$ cat src/fspc_pkg.sv
// Constants and types for the flash self-program controller
// Summary of operation
// - Data pair holds one 14-bit word; address pair holds a 15-bit location.
// - Address high byte gives upper bits, low byte gives lower bits, up to 32K.
// - Software only sets read and program triggers; hardware clears them when done.
// - Writes proceed only with store permit set; permit is clear after power-up.
// - A reset with power_on_rst low during a running write sets the store fault flag.
// - Unlock key register is write-only and reads back as zero.
// - Memory and latch writes need the unlock key sequence first.
// - Program and erase duration comes from an internal timer.
// - Readout lock at zero denies external read and write; self access unaffected.
// - Only an external bulk erase releases the readout lock, clearing everything.
// - Self-program lock blocks self write and erase over its range only.
// - Memory is organised in 16-word rows; a row is the smallest erase.
// - Sixteen 14-bit write latches, filled only through the data pair.
// - Blank words may be programmed without erasing their row first.
// - Program memory stays readable and writable during normal operation.
// - Read uses the second cycle after the trigger; data follows next cycle.
// - Row erase or program stalls the core about 2 ms, then resumes.
// - Data pair keeps a read result until another read or a software write.
package fspc_pkg;
  localparam int ADDR_W = 15;
  localparam int WORD_W = 14;
  localparam int ROW_WORDS = 16;
  localparam int IDX_W = 4;
  localparam int TIMER_W = 17;
  localparam int PROG_TIME_US = 2000;
  localparam int CLK_MHZ = 40;
  // Register byte offsets on the bus
  localparam logic [7:0] OFS_LOC_LOW = 8'h00;
  localparam logic [7:0] OFS_LOC_HIGH = 8'h04;
  localparam logic [7:0] OFS_WORD_LOW = 8'h08;
  localparam logic [7:0] OFS_WORD_HIGH = 8'h0C;
  localparam logic [7:0] OFS_CONTROL = 8'h10;
  localparam logic [7:0] OFS_KEY = 8'h14;
  // Control register fields
  localparam int CB_RD = 0;
  localparam int CB_WR = 1;
  localparam int CB_PERMIT = 2;
  localparam int CB_FAULT = 3;
  localparam int CB_ERASE = 4;
  localparam int CB_LATCH = 5;
  localparam int CB_CONFIG_SPACE_SELECT = 6;
  localparam int CB_BUSY = 7;
  // Unlock key bytes
  localparam logic [7:0] KEY_FIRST = 8'h55;
  localparam logic [7:0] KEY_SECOND = 8'hAA;
  // Self-program lock encodings and their protected limits
  localparam logic [1:0] WP_NONE = 2'h3;
  localparam logic [1:0] WP_QUARTER = 2'h2;
  localparam logic [1:0] WP_HALF = 2'h1;
  localparam logic [14:0] WP_LIM_QUARTER = 15'h0200;
  localparam logic [14:0] WP_LIM_HALF = 15'h0400;
  localparam logic [14:0] WP_LIM_ALL = 15'h0800;
  // External programmer commands
  localparam logic [1:0] EXT_READ = 2'h0;
  localparam logic [1:0] EXT_WRITE = 2'h1;
  localparam logic [1:0] EXT_BULK = 2'h2;

  typedef enum logic [2:0] {
    ST_IDLE = 3'h0,
    ST_RD = 3'h1,
    ST_RDCAP = 3'h3,
    ST_LOAD = 3'h2,
    ST_ERASE = 3'h6,
    ST_STREAM = 3'h7,
    ST_TIME = 3'h5,
    ST_FINISH = 3'h4
  } fspc_state_type;

  typedef struct packed {
    logic rd;
    logic wr;
    logic erase;
    logic bulk;
    logic cfg;
    logic [ADDR_W-1:0] addr;
    logic [WORD_W-1:0] wdata;
  } fspc_flash_req_type;

  typedef struct packed {
    logic req;
    logic [1:0] cmd;
    logic [ADDR_W-1:0] addr;
    logic [WORD_W-1:0] wdata;
  } fspc_ext_req_type;
endpackage
$ cat src/fspc_ctrl.sv
// Flash self-program controller with bus registers and programmer port
`timescale 1ns/1ps
module fspc_ctrl #(
  parameter int PROG_CYCLES = fspc_pkg::PROG_TIME_US * fspc_pkg::CLK_MHZ
) (
  // Clock and reset
  input wire logic core_clk,
  input wire logic reset,
  input wire logic power_on_rst,
  // APB slave
  input wire logic psel,
  input wire logic penable,
  input wire logic pwrite,
  input wire logic [7:0] paddr,
  input wire logic [31:0] pwdata,
  output logic [31:0] prdata,
  output logic pready,
  output logic pslverr,
  // Configuration words
  input wire logic cfg_readout_lock,
  input wire logic [1:0] cfg_self_program_lock,
  // External programmer
  input wire fspc_pkg::fspc_ext_req_type ext_req,
  output logic ext_ready,
  output logic ext_done,
  output logic ext_denied,
  output logic [fspc_pkg::WORD_W-1:0] ext_rdata,
  // Flash array
  output fspc_pkg::fspc_flash_req_type flash_req,
  input wire logic [fspc_pkg::WORD_W-1:0] flash_rdata,
  // Core stall
  output logic core_stall
);
  localparam int TIMER_W_L = fspc_pkg::TIMER_W;
  localparam logic [TIMER_W_L-1:0] TIMER_LOAD = TIMER_W_L'(PROG_CYCLES - 1);
  fspc_pkg::fspc_state_type state_r;
  logic [7:0] loc_low_r;
  logic [6:0] loc_high_r;
  logic [7:0] word_low_r;
  logic [5:0] word_high_r;
  logic rd_r;
  logic wr_r;
  logic store_permit_r;
  logic store_fault_flag_r;
  logic erase_sel_r;
  logic latch_only_r;
  logic config_space_select_r;
  logic [1:0] key_st_r;
  logic auth_r;
  logic pready_r;
  logic pslverr_r;
  logic [31:0] prdata_r;
  logic code_readout_lock_r;
  logic [1:0] self_program_lock_r;
  logic cfg_load_r;
  logic [TIMER_W_L-1:0] timer_r;
  logic [fspc_pkg::IDX_W:0] strm_r;
  logic ext_pend_r;
  logic ext_done_r;
  logic ext_denied_r;
  logic [fspc_pkg::WORD_W-1:0] ext_rdata_r;
  logic [fspc_pkg::WORD_W-1:0] latch_rdata;

  wire [fspc_pkg::ADDR_W-1:0] loc = {loc_high_r, loc_low_r};
  wire [fspc_pkg::WORD_W-1:0] word = {word_high_r, word_low_r};
  wire [fspc_pkg::ADDR_W-1:0] row_base = {loc[14:4], 4'h0};

  // Bus decode
  wire sel_loc_low = paddr == fspc_pkg::OFS_LOC_LOW;
  wire sel_loc_high = paddr == fspc_pkg::OFS_LOC_HIGH;
  wire sel_word_low = paddr == fspc_pkg::OFS_WORD_LOW;
  wire sel_word_high = paddr == fspc_pkg::OFS_WORD_HIGH;
  wire sel_control = paddr == fspc_pkg::OFS_CONTROL;
  wire sel_key = paddr == fspc_pkg::OFS_KEY;
  wire sel_hit = sel_loc_low | sel_loc_high | sel_word_low | sel_word_high |
                 sel_control | sel_key;
  wire idle = state_r == fspc_pkg::ST_IDLE;
  wire access = psel & penable;
  wire xfer_done = access & pready_r;
  // No answer while a set trigger waits, so a write never meets its clear
  wire answer_ok = access & ~pready_r & idle & ~rd_r & ~wr_r;
  wire wr_fire = xfer_done & pwrite & sel_hit;
  wire ctrl_wr = wr_fire & sel_control;
  wire key_wr = wr_fire & sel_key;
  wire wr_busy = (state_r == fspc_pkg::ST_ERASE) | (state_r == fspc_pkg::ST_STREAM) |
                 (state_r == fspc_pkg::ST_TIME);

  wire [7:0] ctrl_view = {~idle, config_space_select_r, latch_only_r, erase_sel_r,
                          store_fault_flag_r, store_permit_r, wr_r, rd_r};

  wire [31:0] rd_mux = sel_loc_low ? {24'h000000, loc_low_r} :
                       sel_loc_high ? {25'h0000000, loc_high_r} :
                       sel_word_low ? {24'h000000, word_low_r} :
                       sel_word_high ? {26'h0000000, word_high_r} :
                       sel_control ? {24'h000000, ctrl_view} : 32'h00000000;

  function automatic logic wp_hit(input logic [1:0] wp, input logic [14:0] a,
                                  input logic config_space_select);
    logic hit;
    hit = 1'b0;
    if (!config_space_select) begin
      unique case (wp)
        fspc_pkg::WP_NONE: hit = 1'b0;
        fspc_pkg::WP_QUARTER: hit = a < fspc_pkg::WP_LIM_QUARTER;
        fspc_pkg::WP_HALF: hit = a < fspc_pkg::WP_LIM_HALF;
        default: hit = a < fspc_pkg::WP_LIM_ALL;
      endcase
    end
    return hit;
  endfunction

  wire target_locked = wp_hit(self_program_lock_r, row_base, config_space_select_r);
  wire ext_go = ext_req.req & ext_ready;
  wire ext_blocked = ~code_readout_lock_r & (ext_req.cmd != fspc_pkg::EXT_BULK);
  wire ext_rd = ext_go & ~ext_blocked & (ext_req.cmd == fspc_pkg::EXT_READ);
  wire ext_wr = ext_go & ~ext_blocked & (ext_req.cmd == fspc_pkg::EXT_WRITE);
  wire ext_bulk = ext_go & (ext_req.cmd == fspc_pkg::EXT_BULK);

  // array open to core and programmer
  wire strm_emit = (state_r == fspc_pkg::ST_STREAM) & (strm_r != '0);
  wire [fspc_pkg::IDX_W-1:0] strm_idx = fspc_pkg::IDX_W'(strm_r - 1'b1);
  assign flash_req.rd = (state_r == fspc_pkg::ST_RD) | ext_rd;
  assign flash_req.wr = strm_emit | ext_wr;
  assign flash_req.erase = state_r == fspc_pkg::ST_ERASE;
  assign flash_req.bulk = ext_bulk;
  assign flash_req.cfg = idle ? 1'b0 : config_space_select_r;
  assign flash_req.addr = ~idle ? (strm_emit ? (row_base | {11'h000, strm_idx}) :
                          (flash_req.erase ? row_base : loc)) : ext_req.addr;
  assign flash_req.wdata = strm_emit ? latch_rdata : ext_req.wdata;

  assign core_stall = wr_busy;
  assign ext_ready = idle & ~rd_r & ~wr_r & ~cfg_load_r & ~ext_pend_r;
  assign ext_done = ext_done_r;
  assign ext_denied = ext_denied_r;
  assign ext_rdata = ext_rdata_r;
  assign pready = pready_r;
  assign pslverr = pslverr_r;
  assign prdata = prdata_r;

  // latches fed only through the word pair
  fspc_latch_mem i_fspc_latch_mem (
    .core_clk(core_clk),
    .we(state_r == fspc_pkg::ST_LOAD),
    .waddr(loc_low_r[3:0]),
    .wdata(word),
    .raddr(strm_r[3:0]),
    .rdata(latch_rdata)
  );

  // Answer one cycle into the access phase; stalls hold the core off
  always_ff @(posedge core_clk) begin
    if (reset) begin
      pready_r <= 1'b0;
      pslverr_r <= 1'b0;
      prdata_r <= 32'h00000000;
    end else begin
      pready_r <= answer_ok;
      pslverr_r <= answer_ok & ~sel_hit;
      prdata_r <= rd_mux;
    end
  end

  // fault survives a reset that cut a write
  always_ff @(posedge core_clk) begin
    if (reset) begin
      store_fault_flag_r <= power_on_rst ? 1'b0 : (store_fault_flag_r | wr_busy);
    end else if (ctrl_wr) begin
      store_fault_flag_r <= pwdata[fspc_pkg::CB_FAULT];
    end
  end

  // Address and word pair
  always_ff @(posedge core_clk) begin
    if (reset) begin
      loc_low_r <= 8'h00;
      loc_high_r <= 7'h00;
      word_low_r <= 8'h00;
      word_high_r <= 6'h00;
    end else begin
      if (wr_fire & sel_loc_low) loc_low_r <= pwdata[7:0];
      if (wr_fire & sel_loc_high) loc_high_r <= pwdata[6:0];
      // pair holds until read or write
      if (state_r == fspc_pkg::ST_RDCAP) begin
        {word_high_r, word_low_r} <= flash_rdata;
      end else begin
        if (wr_fire & sel_word_low) word_low_r <= pwdata[7:0];
        if (wr_fire & sel_word_high) word_high_r <= pwdata[5:0];
      end
    end
  end

  // key must directly precede the trigger
  always_ff @(posedge core_clk) begin
    if (reset) begin
      key_st_r <= 2'h0;
    end else if (key_wr) begin
      key_st_r <= (pwdata[7:0] == fspc_pkg::KEY_FIRST) ? 2'h1 :
                  ((pwdata[7:0] == fspc_pkg::KEY_SECOND) && (key_st_r == 2'h1)) ? 2'h2 : 2'h0;
    end else if (wr_fire) begin
      key_st_r <= 2'h0;
    end
  end

  always_ff @(posedge core_clk) begin
    if (reset) begin
      rd_r <= 1'b0;
      wr_r <= 1'b0;
      store_permit_r <= 1'b0;
      erase_sel_r <= 1'b0;
      latch_only_r <= 1'b0;
      config_space_select_r <= 1'b0;
      auth_r <= 1'b0;
    end else if (ctrl_wr) begin
      rd_r <= rd_r | pwdata[fspc_pkg::CB_RD];
      wr_r <= wr_r | pwdata[fspc_pkg::CB_WR];
      store_permit_r <= pwdata[fspc_pkg::CB_PERMIT];
      erase_sel_r <= pwdata[fspc_pkg::CB_ERASE];
      latch_only_r <= pwdata[fspc_pkg::CB_LATCH];
      config_space_select_r <= pwdata[fspc_pkg::CB_CONFIG_SPACE_SELECT];
      auth_r <= (key_st_r == 2'h2) & pwdata[fspc_pkg::CB_PERMIT];
    end else begin
      if (state_r == fspc_pkg::ST_RDCAP) rd_r <= 1'b0;
      if (state_r == fspc_pkg::ST_FINISH) wr_r <= 1'b0;
    end
  end

  // only bulk erase lifts the readout lock
  always_ff @(posedge core_clk) begin
    if (reset) begin
      cfg_load_r <= 1'b1;
      code_readout_lock_r <= 1'b0;
      self_program_lock_r <= 2'h0;
    end else if (ext_bulk) begin
      cfg_load_r <= 1'b0;
      code_readout_lock_r <= 1'b1;
      self_program_lock_r <= fspc_pkg::WP_NONE;
    end else if (cfg_load_r) begin
      cfg_load_r <= 1'b0;
      code_readout_lock_r <= cfg_readout_lock;
      self_program_lock_r <= cfg_self_program_lock;
    end
  end

  // Programmer answers one cycle after its request
  always_ff @(posedge core_clk) begin
    if (reset) begin
      ext_pend_r <= 1'b0;
      ext_done_r <= 1'b0;
      ext_denied_r <= 1'b0;
      ext_rdata_r <= '0;
    end else begin
      ext_pend_r <= ext_rd;
      ext_done_r <= ext_go;
      ext_denied_r <= ext_go & ext_blocked;
      if (ext_pend_r) ext_rdata_r <= flash_rdata;
    end
  end

  // Sequencer
  always_ff @(posedge core_clk) begin
    if (reset) begin
      state_r <= fspc_pkg::ST_IDLE;
      timer_r <= '0;
      strm_r <= '0;
    end else begin
      unique case (state_r)
        fspc_pkg::ST_IDLE: begin
          strm_r <= '0;
          if (wr_r) begin
            // locked target never reaches the array
            state_r <= !auth_r ? fspc_pkg::ST_FINISH :
                       latch_only_r ? fspc_pkg::ST_LOAD :
                       target_locked ? fspc_pkg::ST_FINISH :
                       erase_sel_r ? fspc_pkg::ST_ERASE : fspc_pkg::ST_STREAM;
          end else if (rd_r) begin
            state_r <= fspc_pkg::ST_RD;
          end
        end
        // read in second cycle, data next
        fspc_pkg::ST_RD: state_r <= fspc_pkg::ST_RDCAP;
        fspc_pkg::ST_RDCAP: state_r <= fspc_pkg::ST_IDLE;
        fspc_pkg::ST_LOAD: state_r <= fspc_pkg::ST_FINISH;
        fspc_pkg::ST_ERASE: begin
          timer_r <= TIMER_LOAD;
          state_r <= fspc_pkg::ST_TIME;
        end
        // program writes only, no implied erase
        fspc_pkg::ST_STREAM: begin
          strm_r <= strm_r + 1'b1;
          if (strm_r == (fspc_pkg::IDX_W+1)'(fspc_pkg::ROW_WORDS)) begin
            timer_r <= TIMER_LOAD;
            state_r <= fspc_pkg::ST_TIME;
          end
        end
        fspc_pkg::ST_TIME: begin
          timer_r <= timer_r - 1'b1;
          if (timer_r == '0) state_r <= fspc_pkg::ST_FINISH;
        end
        fspc_pkg::ST_FINISH: state_r <= fspc_pkg::ST_IDLE;
      endcase
    end
  end

  rd_trig_clear_a: assert property (@(posedge core_clk) disable iff (reset)
    state_r == fspc_pkg::ST_RDCAP |=> !rd_r)
    else $error("read trigger not cleared");
  refuse_clear_a: assert property (@(posedge core_clk) disable iff (reset)
    idle && wr_r && !auth_r |=> state_r == fspc_pkg::ST_FINISH ##1 !wr_r && idle)
    else $error("unauthorised trigger not refused");
  permit_needed_a: assert property (@(posedge core_clk) disable iff (reset)
    flash_req.erase || strm_emit || state_r == fspc_pkg::ST_LOAD |-> store_permit_r)
    else $error("write without permit");
  key_reads_zero_a: assert property (@(posedge core_clk) disable iff (reset)
    xfer_done && !pwrite && sel_key |-> prdata == 32'h00000000)
    else $error("key register read nonzero");
  ext_lock_a: assert property (@(posedge core_clk) disable iff (reset)
    ext_go && !code_readout_lock_r && ext_req.cmd != fspc_pkg::EXT_BULK
    |-> !flash_req.rd && !flash_req.wr ##1 ext_denied)
    else $error("locked programmer access passed");
  wp_guard_a: assert property (@(posedge core_clk) disable iff (reset)
    flash_req.erase || strm_emit |-> !target_locked)
    else $error("locked row modified");
  read_timing_a: assert property (@(posedge core_clk) disable iff (reset)
    idle && rd_r && !wr_r |=> flash_req.rd ##1 state_r == fspc_pkg::ST_RDCAP ##1
    word == $past(flash_rdata))
    else $error("read timing wrong");
  timer_end_a: assert property (@(posedge core_clk) disable iff (reset)
    $fell(state_r == fspc_pkg::ST_TIME) |-> $past(timer_r) == '0)
    else $error("timed phase ended early");
  fault_set_a: assert property (@(posedge core_clk)
    reset && wr_busy && !power_on_rst |=> store_fault_flag_r)
    else $error("fault flag not set");
  bulk_unlock_a: assert property (@(posedge core_clk) disable iff (reset)
    $rose(code_readout_lock_r) |-> $past(ext_bulk) || $past(cfg_load_r))
    else $error("lock released without bulk erase");
  answer_hold_a: assert property (@(posedge core_clk) disable iff (reset)
    pready |-> $past(idle && !rd_r && !wr_r))
    else $error("bus answered while trigger pending");

  erase_seen_c: cover property (@(posedge core_clk) disable iff (reset)
    state_r == fspc_pkg::ST_ERASE);
  program_seen_c: cover property (@(posedge core_clk) disable iff (reset)
    strm_emit && strm_idx == 4'hF);
  latch_load_c: cover property (@(posedge core_clk) disable iff (reset)
    state_r == fspc_pkg::ST_LOAD);
  ext_denied_c: cover property (@(posedge core_clk) disable iff (reset) ext_denied);
endmodule

$ cat src/fspc_latch_mem.sv
// Row write latches with registered read port
`timescale 1ns/1ps
module fspc_latch_mem (
  // Clock
  input wire logic core_clk,
  // Write port
  input wire logic we,
  input wire logic [fspc_pkg::IDX_W-1:0] waddr,
  input wire logic [fspc_pkg::WORD_W-1:0] wdata,
  // Read port
  input wire logic [fspc_pkg::IDX_W-1:0] raddr,
  output logic [fspc_pkg::WORD_W-1:0] rdata
);
  logic [fspc_pkg::WORD_W-1:0] mem_r [fspc_pkg::ROW_WORDS];

  always_ff @(posedge core_clk) begin
    if (we) begin
      mem_r[waddr] <= wdata;
    end
    rdata <= mem_r[raddr];
  end
endmodule

$ cat config.mk
export PLATFORM = sky130hd
export DESIGN_NAME = fspc_ctrl
export DESIGN_NICKNAME = d
export VERILOG_FILES = /design/src/fspc_pkg.sv /design/src/fspc_ctrl.sv /design/src/fspc_latch_mem.sv
export SDC_FILE = /design/constraint.sdc
export NUM_CORES = 1
export LEC_CHECK = 0
export BUFFER_PORTS_ARGS = -buffer_cell sky130_fd_sc_hd__buf_2
export CAP_MARGIN = 30
export CORE_ASPECT_RATIO = 1.25
export CORE_MARGIN = 10
export CORE_UTILIZATION = 40
export DETAILED_ROUTE_END_ITERATION = 7
export PLACE_DENSITY = 0.7
export SLEW_MARGIN = 15
export SYNTH_ARGS = -nofsm -noshare
export SYNTH_HDL_FRONTEND = slang
export SYNTH_SLANG_ARGS = --single-unit
$ cat constraint.sdc
create_clock -name core_clk -period 4.6 [get_ports core_clk]
set_input_delay 0.92 -clock core_clk [delete_from_list [all_inputs] [get_ports core_clk]]
set_output_delay 0.92 -clock core_clk [all_outputs]
set_load 0.02 [all_outputs]
=== Word-level counts from Yosys, hierarchy flattened ===
Memory sizes are Yosys's and may differ from the RTL's. A register that Yosys moved wholly into a read port is not among the register bits.
Index checks and enable logic that the tools add are counted.

* Bitwise operators: 50
* Reductions and logical operators: 19
* $add $sub $neg: 3
* Equal/unequal tests: 26
* Mux-type cells: 46
* Order comparisons: 3

{| class="wikitable"
|+ Operator list
! operator !! count
|-
| $mux W8 || 7
|-
| $pmux W17 S3 || 1
|-
| $mux W15 || 2
|-
| $and A1 B1 Y1 || 28
|-
| $pmux W3 S7 || 1
|-
| $mux W3 || 6
|-
| $logic_not A17 Y1 || 1
|-
| $mux W17 || 1
|-
| $sub A17 B1 Y17 const B || 1
|-
| $eq A8 B4 Y1 const B || 2
|-
| $eq A8 B5 Y1 const B || 2
|-
| $reduce_bool A2 Y1 || 8
|-
| $lt A15 B10 Y1 const B || 1
|-
| $lt A15 B11 Y1 const B || 1
|-
| $lt A15 B12 Y1 const B || 1
|-
| $mux W1 || 15
|-
| $or A15 B4 Y15 || 1
|-
| $mux W14 || 1
|-
| $mux W2 || 7
|-
| $eq A3 B3 Y1 const B || 4
|-
| $mux W6 || 2
|-
| $or A1 B1 Y1 || 12
|-
| $pmux W5 S2 || 1
|-
| $not A1 Y1 || 9
|-
| other kinds (25) || 32
|}

* Memories: 1
* Register bits: 119
* Input port bits: 95
* Logic and storage cells: 175
* Memory bits (writable): 224
* Output and inout bits: 86

{| class="wikitable"
|+ Memories
! memory !! depth !! bits a word !! rd ports !! clocked after memory_dff !! write ports !! RTL line !! source
|-
| i_fspc_latch_mem.mem_r || 16 || 14 || 1 || 1 || 1 || fspc_latch_mem.sv:14 || <nowiki>logic [fspc_pkg::WORD_W-1:0] mem_r [fspc_pkg::ROW_WORDS];</nowiki>
|}

=== Longest topological paths before layout ===
Gate-level depths: netlist (run 1).

* Depth in word-level cells: 10
* Gate-level depth with buffers: 10
* Mapped depth without buffers: 6

=== By module ===
Synthesis (run 1) repeated with hierarchy kept, for this count alone.

* Cell total of the unflattened synthesis: 981
* Area, all modules: 13864.5 um^2

{| class="wikitable"
|+ Modules (own cells, without submodules)
! module !! cells an instance !! instances !! area an instance (um^2) !! sequential area each (um^2)
|-
| fspc_latch_mem || 379 || 1 || 8763.4 || 7006.7
|-
| fspc_ctrl || 602 || 1 || 5101.1 || 1911.8
|}

=== Least setup slack after synthesis (run 1) ===
OpenSTA, ideal clock, no wires.

* Path kind: flip-flop to output port
* Start point: reg strm_r[1] in the netlist's numbering
* End point: out flash_req[14] in the netlist's numbering
* Arrival time: 2969 ps
* Cell stages (with the launch flop): 10
* Required time: 3680 ps
* Path slack: 711 ps
* Path through: dfxtp_1 > clkbuf_1 > clkbuf_1 > inv_1 > clkbuf_1 > ha_1 > nor4b_1 > nor2_1 > mux2_2 > o21ai_0

{| class="wikitable"
|+ RTL lines
! element !! RTL line !! source
|-
| start, declared || fspc_ctrl.sv:57 || <nowiki>logic [fspc_pkg::IDX_W:0] strm_r;</nowiki>
|-
| start signal, assigned || fspc_ctrl.sv:289 || <nowiki>strm_r <= strm_r + 1'b1;</nowiki>
|-
| end, declared || fspc_ctrl.sv:29 || <nowiki>output fspc_pkg::fspc_flash_req_type flash_req,</nowiki>
|}

==> reports/summary.md, run 1 <==
After clock tree synthesis, the flow added hold-fix buffers numbering 0. Power spread over the standard cell area amounts to 363 nW/um^2. The average wire length per cell after detail routing came out at 20.0 um. Power comes to 5.86 mW.

The fill cell instance count of the final layout was 2979; the share of synthesized area occupied by flip-flops and latches was 0.637. The number of hold-slack violations in the final timing report is 0, and the average via count per standard cell is 5.39. The startpoint-to-endpoint class of the critical path is flop to output pin. Between clock sinks in the finished design, the worst skew comes to 0.0228 ns. The region available for standard cell placement spans 34500 um^2. The number of nets in the final layout was 1202. Uppermost layer routed: met4.

The I/O pin count is 181, and the largest fanout of any net on the critical path is 18. The number of global-route vias before repair came out at 8963. TritonCTS built the clock tree. The logs give 0 for the leftover overflow at the end of global routing and 3 for the clock tree buffer depth.

The run gives 0 as the post-CTS setup buffer count. Yosys attributes the largest share of cell area to edfxtp_1 48%, dfxtp_1 15%, mux4_2 9.0%. Wire segments on met3 add up to 2.27 mm in the final route. The number of CTS-inserted buffers was 31. The worst setup path is captured at an output pin. The worst hold path was traced through 2 stages. In the routed design, unresolved DRC markers number 0. Static timing analysis puts the maximum clock frequency at 0.265 GHz. The final cycle utilization of the critical path was 0.821. The effective utilization at floorplan is 0.406, and the number of port buffers is 132.

Summed over all instances, the cell type with the most area after synthesis is edfxtp_1. The tool flagged a number of max-cap violations equal to 0. In the post-synthesis netlist, the cell with the most instances is edfxtp_1. The average instance in the mapped netlist occupies 14.2 um^2. The tools report the H-tree level count as 1.

The final hold slack is 0.494 ns, and the final HPWL from detailed placement is 21.1 mm. Synthesis handed over a netlist of 983 instances. The final weighted congestion of routability-driven global placement was 0.851.

The worst hold path belongs to the class flop to flop. The fraction of synthesis flops using an asynchronous set or reset pin was 0. The run finished with clean final reports. The tools report the total count of max-transition violations in the final report as 0. Wire segments on met2 add up to 15.2 mm in the final route. The repair_antennas step left the layout with diodes totalling 0. The cell row count is 76, and the data required time of the worst path is 3.68 ns.

Setup repair after global routing left no endpoint under its margin. In this run, synthesis inferred 225 flip-flops with an integrated enable. Compared with the post-synthesis result, the final layout area differs by 15.2%. For this run, the number of Yosys warnings is 0.

The tree is rooted in a clkbuf_16. The share of layout cells above drive strength 1 is 0.288, and the first-pass detailed-route iteration total is 5. The relative slew slack was 0.354; the pin count of the biggest net entering global routing was 66.

From left edge to right edge, the die measures 187 um. Sorting the synthesized cells by how often they occur yields 225 x edfxtp_1, 108 x dfxtp_1, 83 x nor2_1. After synthesis, the netlist uses 61 different library cells. In this run the remaining antenna-violating nets after routing total 0. Counting flops and latches in the post-synthesis netlist gives 333. For the finished layout, the period the worst path requires is 3.78 ns. The area share of the largest cell type after synthesis is 0.482, and the count of instances resized after the clock tree is built is 0. Data on the critical path arrives at its endpoint at 2.86 ns. The global-route total usage across every layer was 0.145; the initial antenna violation count was 0.

The source-to-sink clock delay at the later pin of the worst-skew pair was 0.58 ns; the final count of negative-setup-slack endpoints was 0. The largest voltage drop on the vdd net was 0.263 mV; the die extent in y was 229 um. Total vias in the final route: 8604. STA classifies the critical path startpoint as a flop.

Logic depth of the worst register-to-register path: 5. Wire length of the first global-routing pass: 50.7 mm. Setup total negative slack on the finished layout was measured at 0 ns. The standby leakage power was 5.34 nW. Area of the die: 42900 um^2. Among all flip-flop cells after synthesis, the most frequent one is edfxtp_1. The logs give 13.5 mm for the sum of routed wire segments on met1 and 14000 um^2 for the cell area after technology mapping. The post-CTS clock slew at the launch and capture registers of the worst setup and hold paths is 0.07 ns.

For this block, the initial DRC count from the detailed router was 599. The total clock sinks came out at 333. At the pin with the least slew margin, the transition time is 0.967 ns. Total detailed-routing wirelength: 31.8 mm.
-- registers in the layout, summed over array words and instances (netlist names), 5 cells and up, named ones only --
| signal | cells |
|---|---|
| word_high_r | 6 |
| timer_r | 17 |
| i_fspc_latch_mem.rdata | 14 |
| loc_low_r | 8 |
| i_fspc_latch_mem.mem_r | 224 |
| word_low_r | 8 |
| loc_high_r | 7 |
| ext_rdata | 14 |
| strm_r | 5 |
| prdata | 8 |
-- cell families (layout without fill, tap and decap cells) --
kind of cell / after synthesis / count (layout) / share of synthesized area
adders and majority gates: 4 / 4 / 0.00357
DFF: 333 / 333 / 0.637
AOI/OAI and AO/OA: 141 / 141 / 0.0700
muxes: 145 / 145 / 0.156
xor gates and xnor gates: 6 / 6 / 0.00375
other: 1 / 24 / 0.000268
and+or+nand+nor: 250 / 250 / 0.0935
buffers and inverters: 103 / 225 / 0.0356
-- per-layer routing --
metal  track usage  vias up
met5             0        -
li1              -     3976
met1         0.183     4255
met2         0.240      320
met4        0.0497        0
met3        0.0325       53
-- final cells by class --
type	instances	area, um^2	share of cell area
multi-input cells	570	4720	0.293
flip-flops and latches	333	8920	0.553
repair buffers	155	852	0.0528
clock inverters	14	139	0.00861
inverters	12	45.0	0.00279
well taps	468	586	0.0363
clock buffers	44	865	0.0536
-- worst max-delay path, stage by stage, from the launching register on --
cell and delay [ns]:
dfxtp_2 0.32, inv_1 0.04, buf_4 0.25, ha_1 0.24, nor4b_1 0.47, nor2_2 0.08, buf_4 0.24, mux2_2 0.33
o21ai_0 0.14, buf_2 0.19
-- layout by cell type, fill, tap and decap left out, types with 29 or more instances in the layout --
cell type,n
a211oi_1,29
mux4_2,56
clkbuf_16,31
mux2i_1,59
nor2_1,75
nand2_1,57
buf_2,132
mux2_2,30
dfxtp_1,105
edfxtp_1,225
-- final timing paths --
path | startpoint | to | slack, ns
setup reg to reg | strm_r[0] | i_fspc_latch_mem.rdata[13] | 1.91
hold / removal | key_st_r[0] | key_st_r[0] | 0.49
hold reg to reg | key_st_r[0] | key_st_r[0] | 0.49
setup / recovery | strm_r[1] | flash_req[17] | 0.82
-- power by group --
part           total [mW]  internal (mW)  switching (mW)
Clock                2.53           1.43            1.10
Sequential           3.16           3.16         0.00367
Combinational       0.166         0.0567           0.110
Total                5.86           4.64            1.22
-- stage by stage --
stage	area [um^2]	utilization	worst slack, ns	std cells
finish	16100	0.467	0.822	1596
global route	16100	0.467	0.615	1596
CTS	16100	0.466	0.795	1593
detailed placement	15100	0.437	1.40	1535
global placement	15100	0.437	1.39	1535
floorplan	14100	-	0.711	1006
No activity file was read; power rests on OpenSTA's default activity.
==> inputs of run 2 (changes only) <==
==> constraint.sdc (replaced) <==
create_clock -name core_clk -period 3.61 [get_ports core_clk]
set_input_delay 0.722 -clock core_clk [delete_from_list [all_inputs] [get_ports core_clk]]
set_output_delay 0.722 -clock core_clk [all_outputs]
set_load 0.02 [all_outputs]
==> run 2 against run 1 <==
- sequential share of layout area decreased by 0.43 points
- cell area increased by 0.81%
- register-to-register slack got worse by 0.74 ns
- sequential power increased by 28%
- count of clock-buffer cells in the layout decreased by 2
- largest cell class unchanged
- largest power group unchanged
==> reports/summary.md, run 2 (same netlist as run 1, synthesis figures left out) <==
The run finished with clean final reports. The share of total power in the clock network was 0.442. The sink of the worst hold path is ext_pend_r. The count of buffers added on input and output ports is 132. The run gives 0.52 ns as the source-to-sink clock delay at the later pin of the worst-skew pair. The wire length of the first global-routing pass is 50.3 mm. Clock tree synthesis inserted a total of 34 buffers. Dividing total power by cell area gives a power density of 468 nW/um^2.

For the global-route total usage across every layer, the log shows 0.145. Entering global routing, the biggest net connects 57 pins. The endpoint arrival time on the critical path was 2.71 ns. The clock passes through at most 3 buffers. The detail route stage leaves a number of antenna-violating nets equal to 0. Final hold slack: 0.416 ns. The relative slew slack was 0.342; the number of hold buffers added after CTS was 0.

Leaving out fill and tap cells, the most frequent cells in the layout are 225 x edfxtp_1, 132 x buf_2, 104 x dfxtp_1, 78 x nor2_1, 59 x mux2i_1. Setup repair after global routing left no endpoint under its margin. The total vias in the final route was 8604; the cell row count was 76.

After legalization and detailed placement, the total HPWL measured 21.1 mm. The H-tree was split into 2 levels. Violation count after the first detailed-route iteration: 502. The share of layout cells above drive strength 1 was 0.294; the number of global-route vias before repair was 8897. Critical path endpoint category: an output pin. Data on the critical path is required at its endpoint by 2.89 ns. The most common cell after layout, fill and taps aside was edfxtp_1. The total count of max-transition violations in the final report came out at 0. In this run the register-to-register setup slack is 1.17 ns.

At the pin with the least slew margin, the transition time is 0.986 ns. From bottom edge to top edge, the die measures 229 um. The repair_antennas step left the layout with diodes totalling 0. The number of hold-slack violations in the final timing report was 0; the number of cells on the worst hold path was 2. The worst path in the final design needs a cycle of 3.43 ns, including I/O delays and setup. The register with the most flip-flops in the layout has 224 of them.

VDD sags by at most 0.313 mV. The largest registers in the layout are i_fspc_latch_mem.mem_r (224), timer_r (17). Timing analysis after detailed placement gives a worst setup slack of 0.646 ns. The leftover overflow at the end of global routing was 0. Startpoint of the most critical hold path: ext_req[29]. For this design, the sink count on the clock tree is 333. Setup slack on the critical path of the routed design comes to 0.182 ns. The switching power as a share of total power came out at 0.212. Of all nets on the critical path, the largest fanout is 19.

Fill cell instance count of the final layout: 2970. The average wire length per cell after detail routing is 20.0 um, and the switching power of the nets is 1.61 mW. The logic depth of the worst register-to-register path was 5; the initial antenna violation count was 0.

The post-CTS clock slew at the launch and capture registers of the worst setup and hold paths came out at 0.06 ns. The number of max-cap violations was 0; the horizontal die dimension was 187 um. The standby leakage power came out at 5.41 nW.

The origin of the critical flop-to-flop path is strm_r[0]. Setup violations remaining at the end of the flow were counted as 0. The tools report the area of the die as 42900 um^2. TritonCTS built the clock tree. Compared with the post-synthesis result, the final layout area differs by 16.1%. At the end of the flow, the number of nets in the layout was 1210.

The critical path in this run is classified as flop to output pin. Adding up every negative setup slack in the final design gives 0 ns. Final cycle utilization of the critical path: 0.949.

During I/O placement, the number of pins put on the boundary was 181. The core region is 34500 um^2. In the routed design, unresolved DRC markers number 0.

The highest clock rate is 0.292 GHz. The logs give 32.0 mm for the total detailed-routing wirelength and 0.028 for the share of total power in combinational logic. The kind of launch point of the worst setup path is a flop.

For the post-route clock skew, the log shows 0.0215 ns. The sequential cell fraction of total power is 0.530. Using the TritonRoute via totals, the vias-per-cell ratio works out to 5.36. The worst register-to-register path ends at i_fspc_latch_mem.rdata[11]. The logs give 0.406 for the effective utilization at floorplan and 5 for the first-pass detailed-route iteration total.

Classification of the worst-slack hold path: primary input to flop. The total internal power came out at 5.99 mW. i_fspc_latch_mem.mem_r holds more flip-flops than any other register. The congestion estimate from routability-driven global placement came to 0.865.

The cell sitting at the root of the clock tree is a clkbuf_16.
run 2: how the worst max path moves through the flow:
stage               startpoint             to  slack, ns  cells past startpoint
floorplan            strm_r[1]  flash_req[14]       0.07                      9
global placement     strm_r[0]  flash_req[17]       0.66                      8
detailed placement   strm_r[0]  flash_req[14]       0.65                      8
CTS                  strm_r[0]  flash_req[14]       0.09                      8
global route         strm_r[0]  flash_req[15]       0.01                      8
finish               strm_r[0]  flash_req[16]       0.18                      8
run 2: layer usage:
layer  track usage  share of wire  vias up
li1              -              -     4000
met3        0.0369          0.070       50
met1         0.181           0.42     4257
met4        0.0477          0.025        0
met5             0              0        -
met2         0.241           0.48      297
run 2: final cells by class:
cell class	count	area, um^2	area share
tap	468	586	0.0360
sequential	333	8930	0.549
clock inverter	19	158	0.00969
inverter	12	45.0	0.00277
timing repair buffer	160	917	0.0564
clock buffer	42	911	0.0560
multi-input combinational	570	4720	0.290
run 2: timing repair:
| action | CTS | global route |
|---|---|---|
| gates resized for setup | 0 | 2 |
| endpoints found under the setup margin | 0 | 4 |
| setup buffers | 0 | 0 |
run 2: critical path, stage by stage (launching register included):
cell and delay (ns):
dfxtp_4 0.54, inv_1 0.11, ha_1 0.24, nor4b_2 0.19
nor2_2 0.11, buf_4 0.29, mux2_2 0.41, o21ai_1 0.12
buf_2 0.17
run 2: power by group through the flow:
stage          clock network, mW  registers (mW)  logic [mW]
5_1_grt                     3.56            4.03       0.229
2_1_floorplan                  0            4.12       0.140
3_5_place_dp                   0            4.11       0.209
6_report                    3.36            4.03       0.212
4_1_cts                     3.43            4.03       0.210
3_3_place_gp                   0            4.11       0.208
run 2: metrics by stage:
| step | utilization | power [mW] | cells | area (um^2) |
|---|---|---|---|---|
| 6_report | 0.471 | 7.60 | 1604 | 16300 |
| 5_1_grt | 0.471 | 7.82 | 1604 | 16300 |
| 4_1_cts | 0.469 | 7.67 | 1600 | 16200 |
| 3_5_place_dp | 0.438 | 4.32 | 1539 | 15100 |
| 3_3_place_gp | 0.438 | 4.32 | 1538 | 15100 |
| 2_1_floorplan | - | 4.26 | 1006 | 14100 |
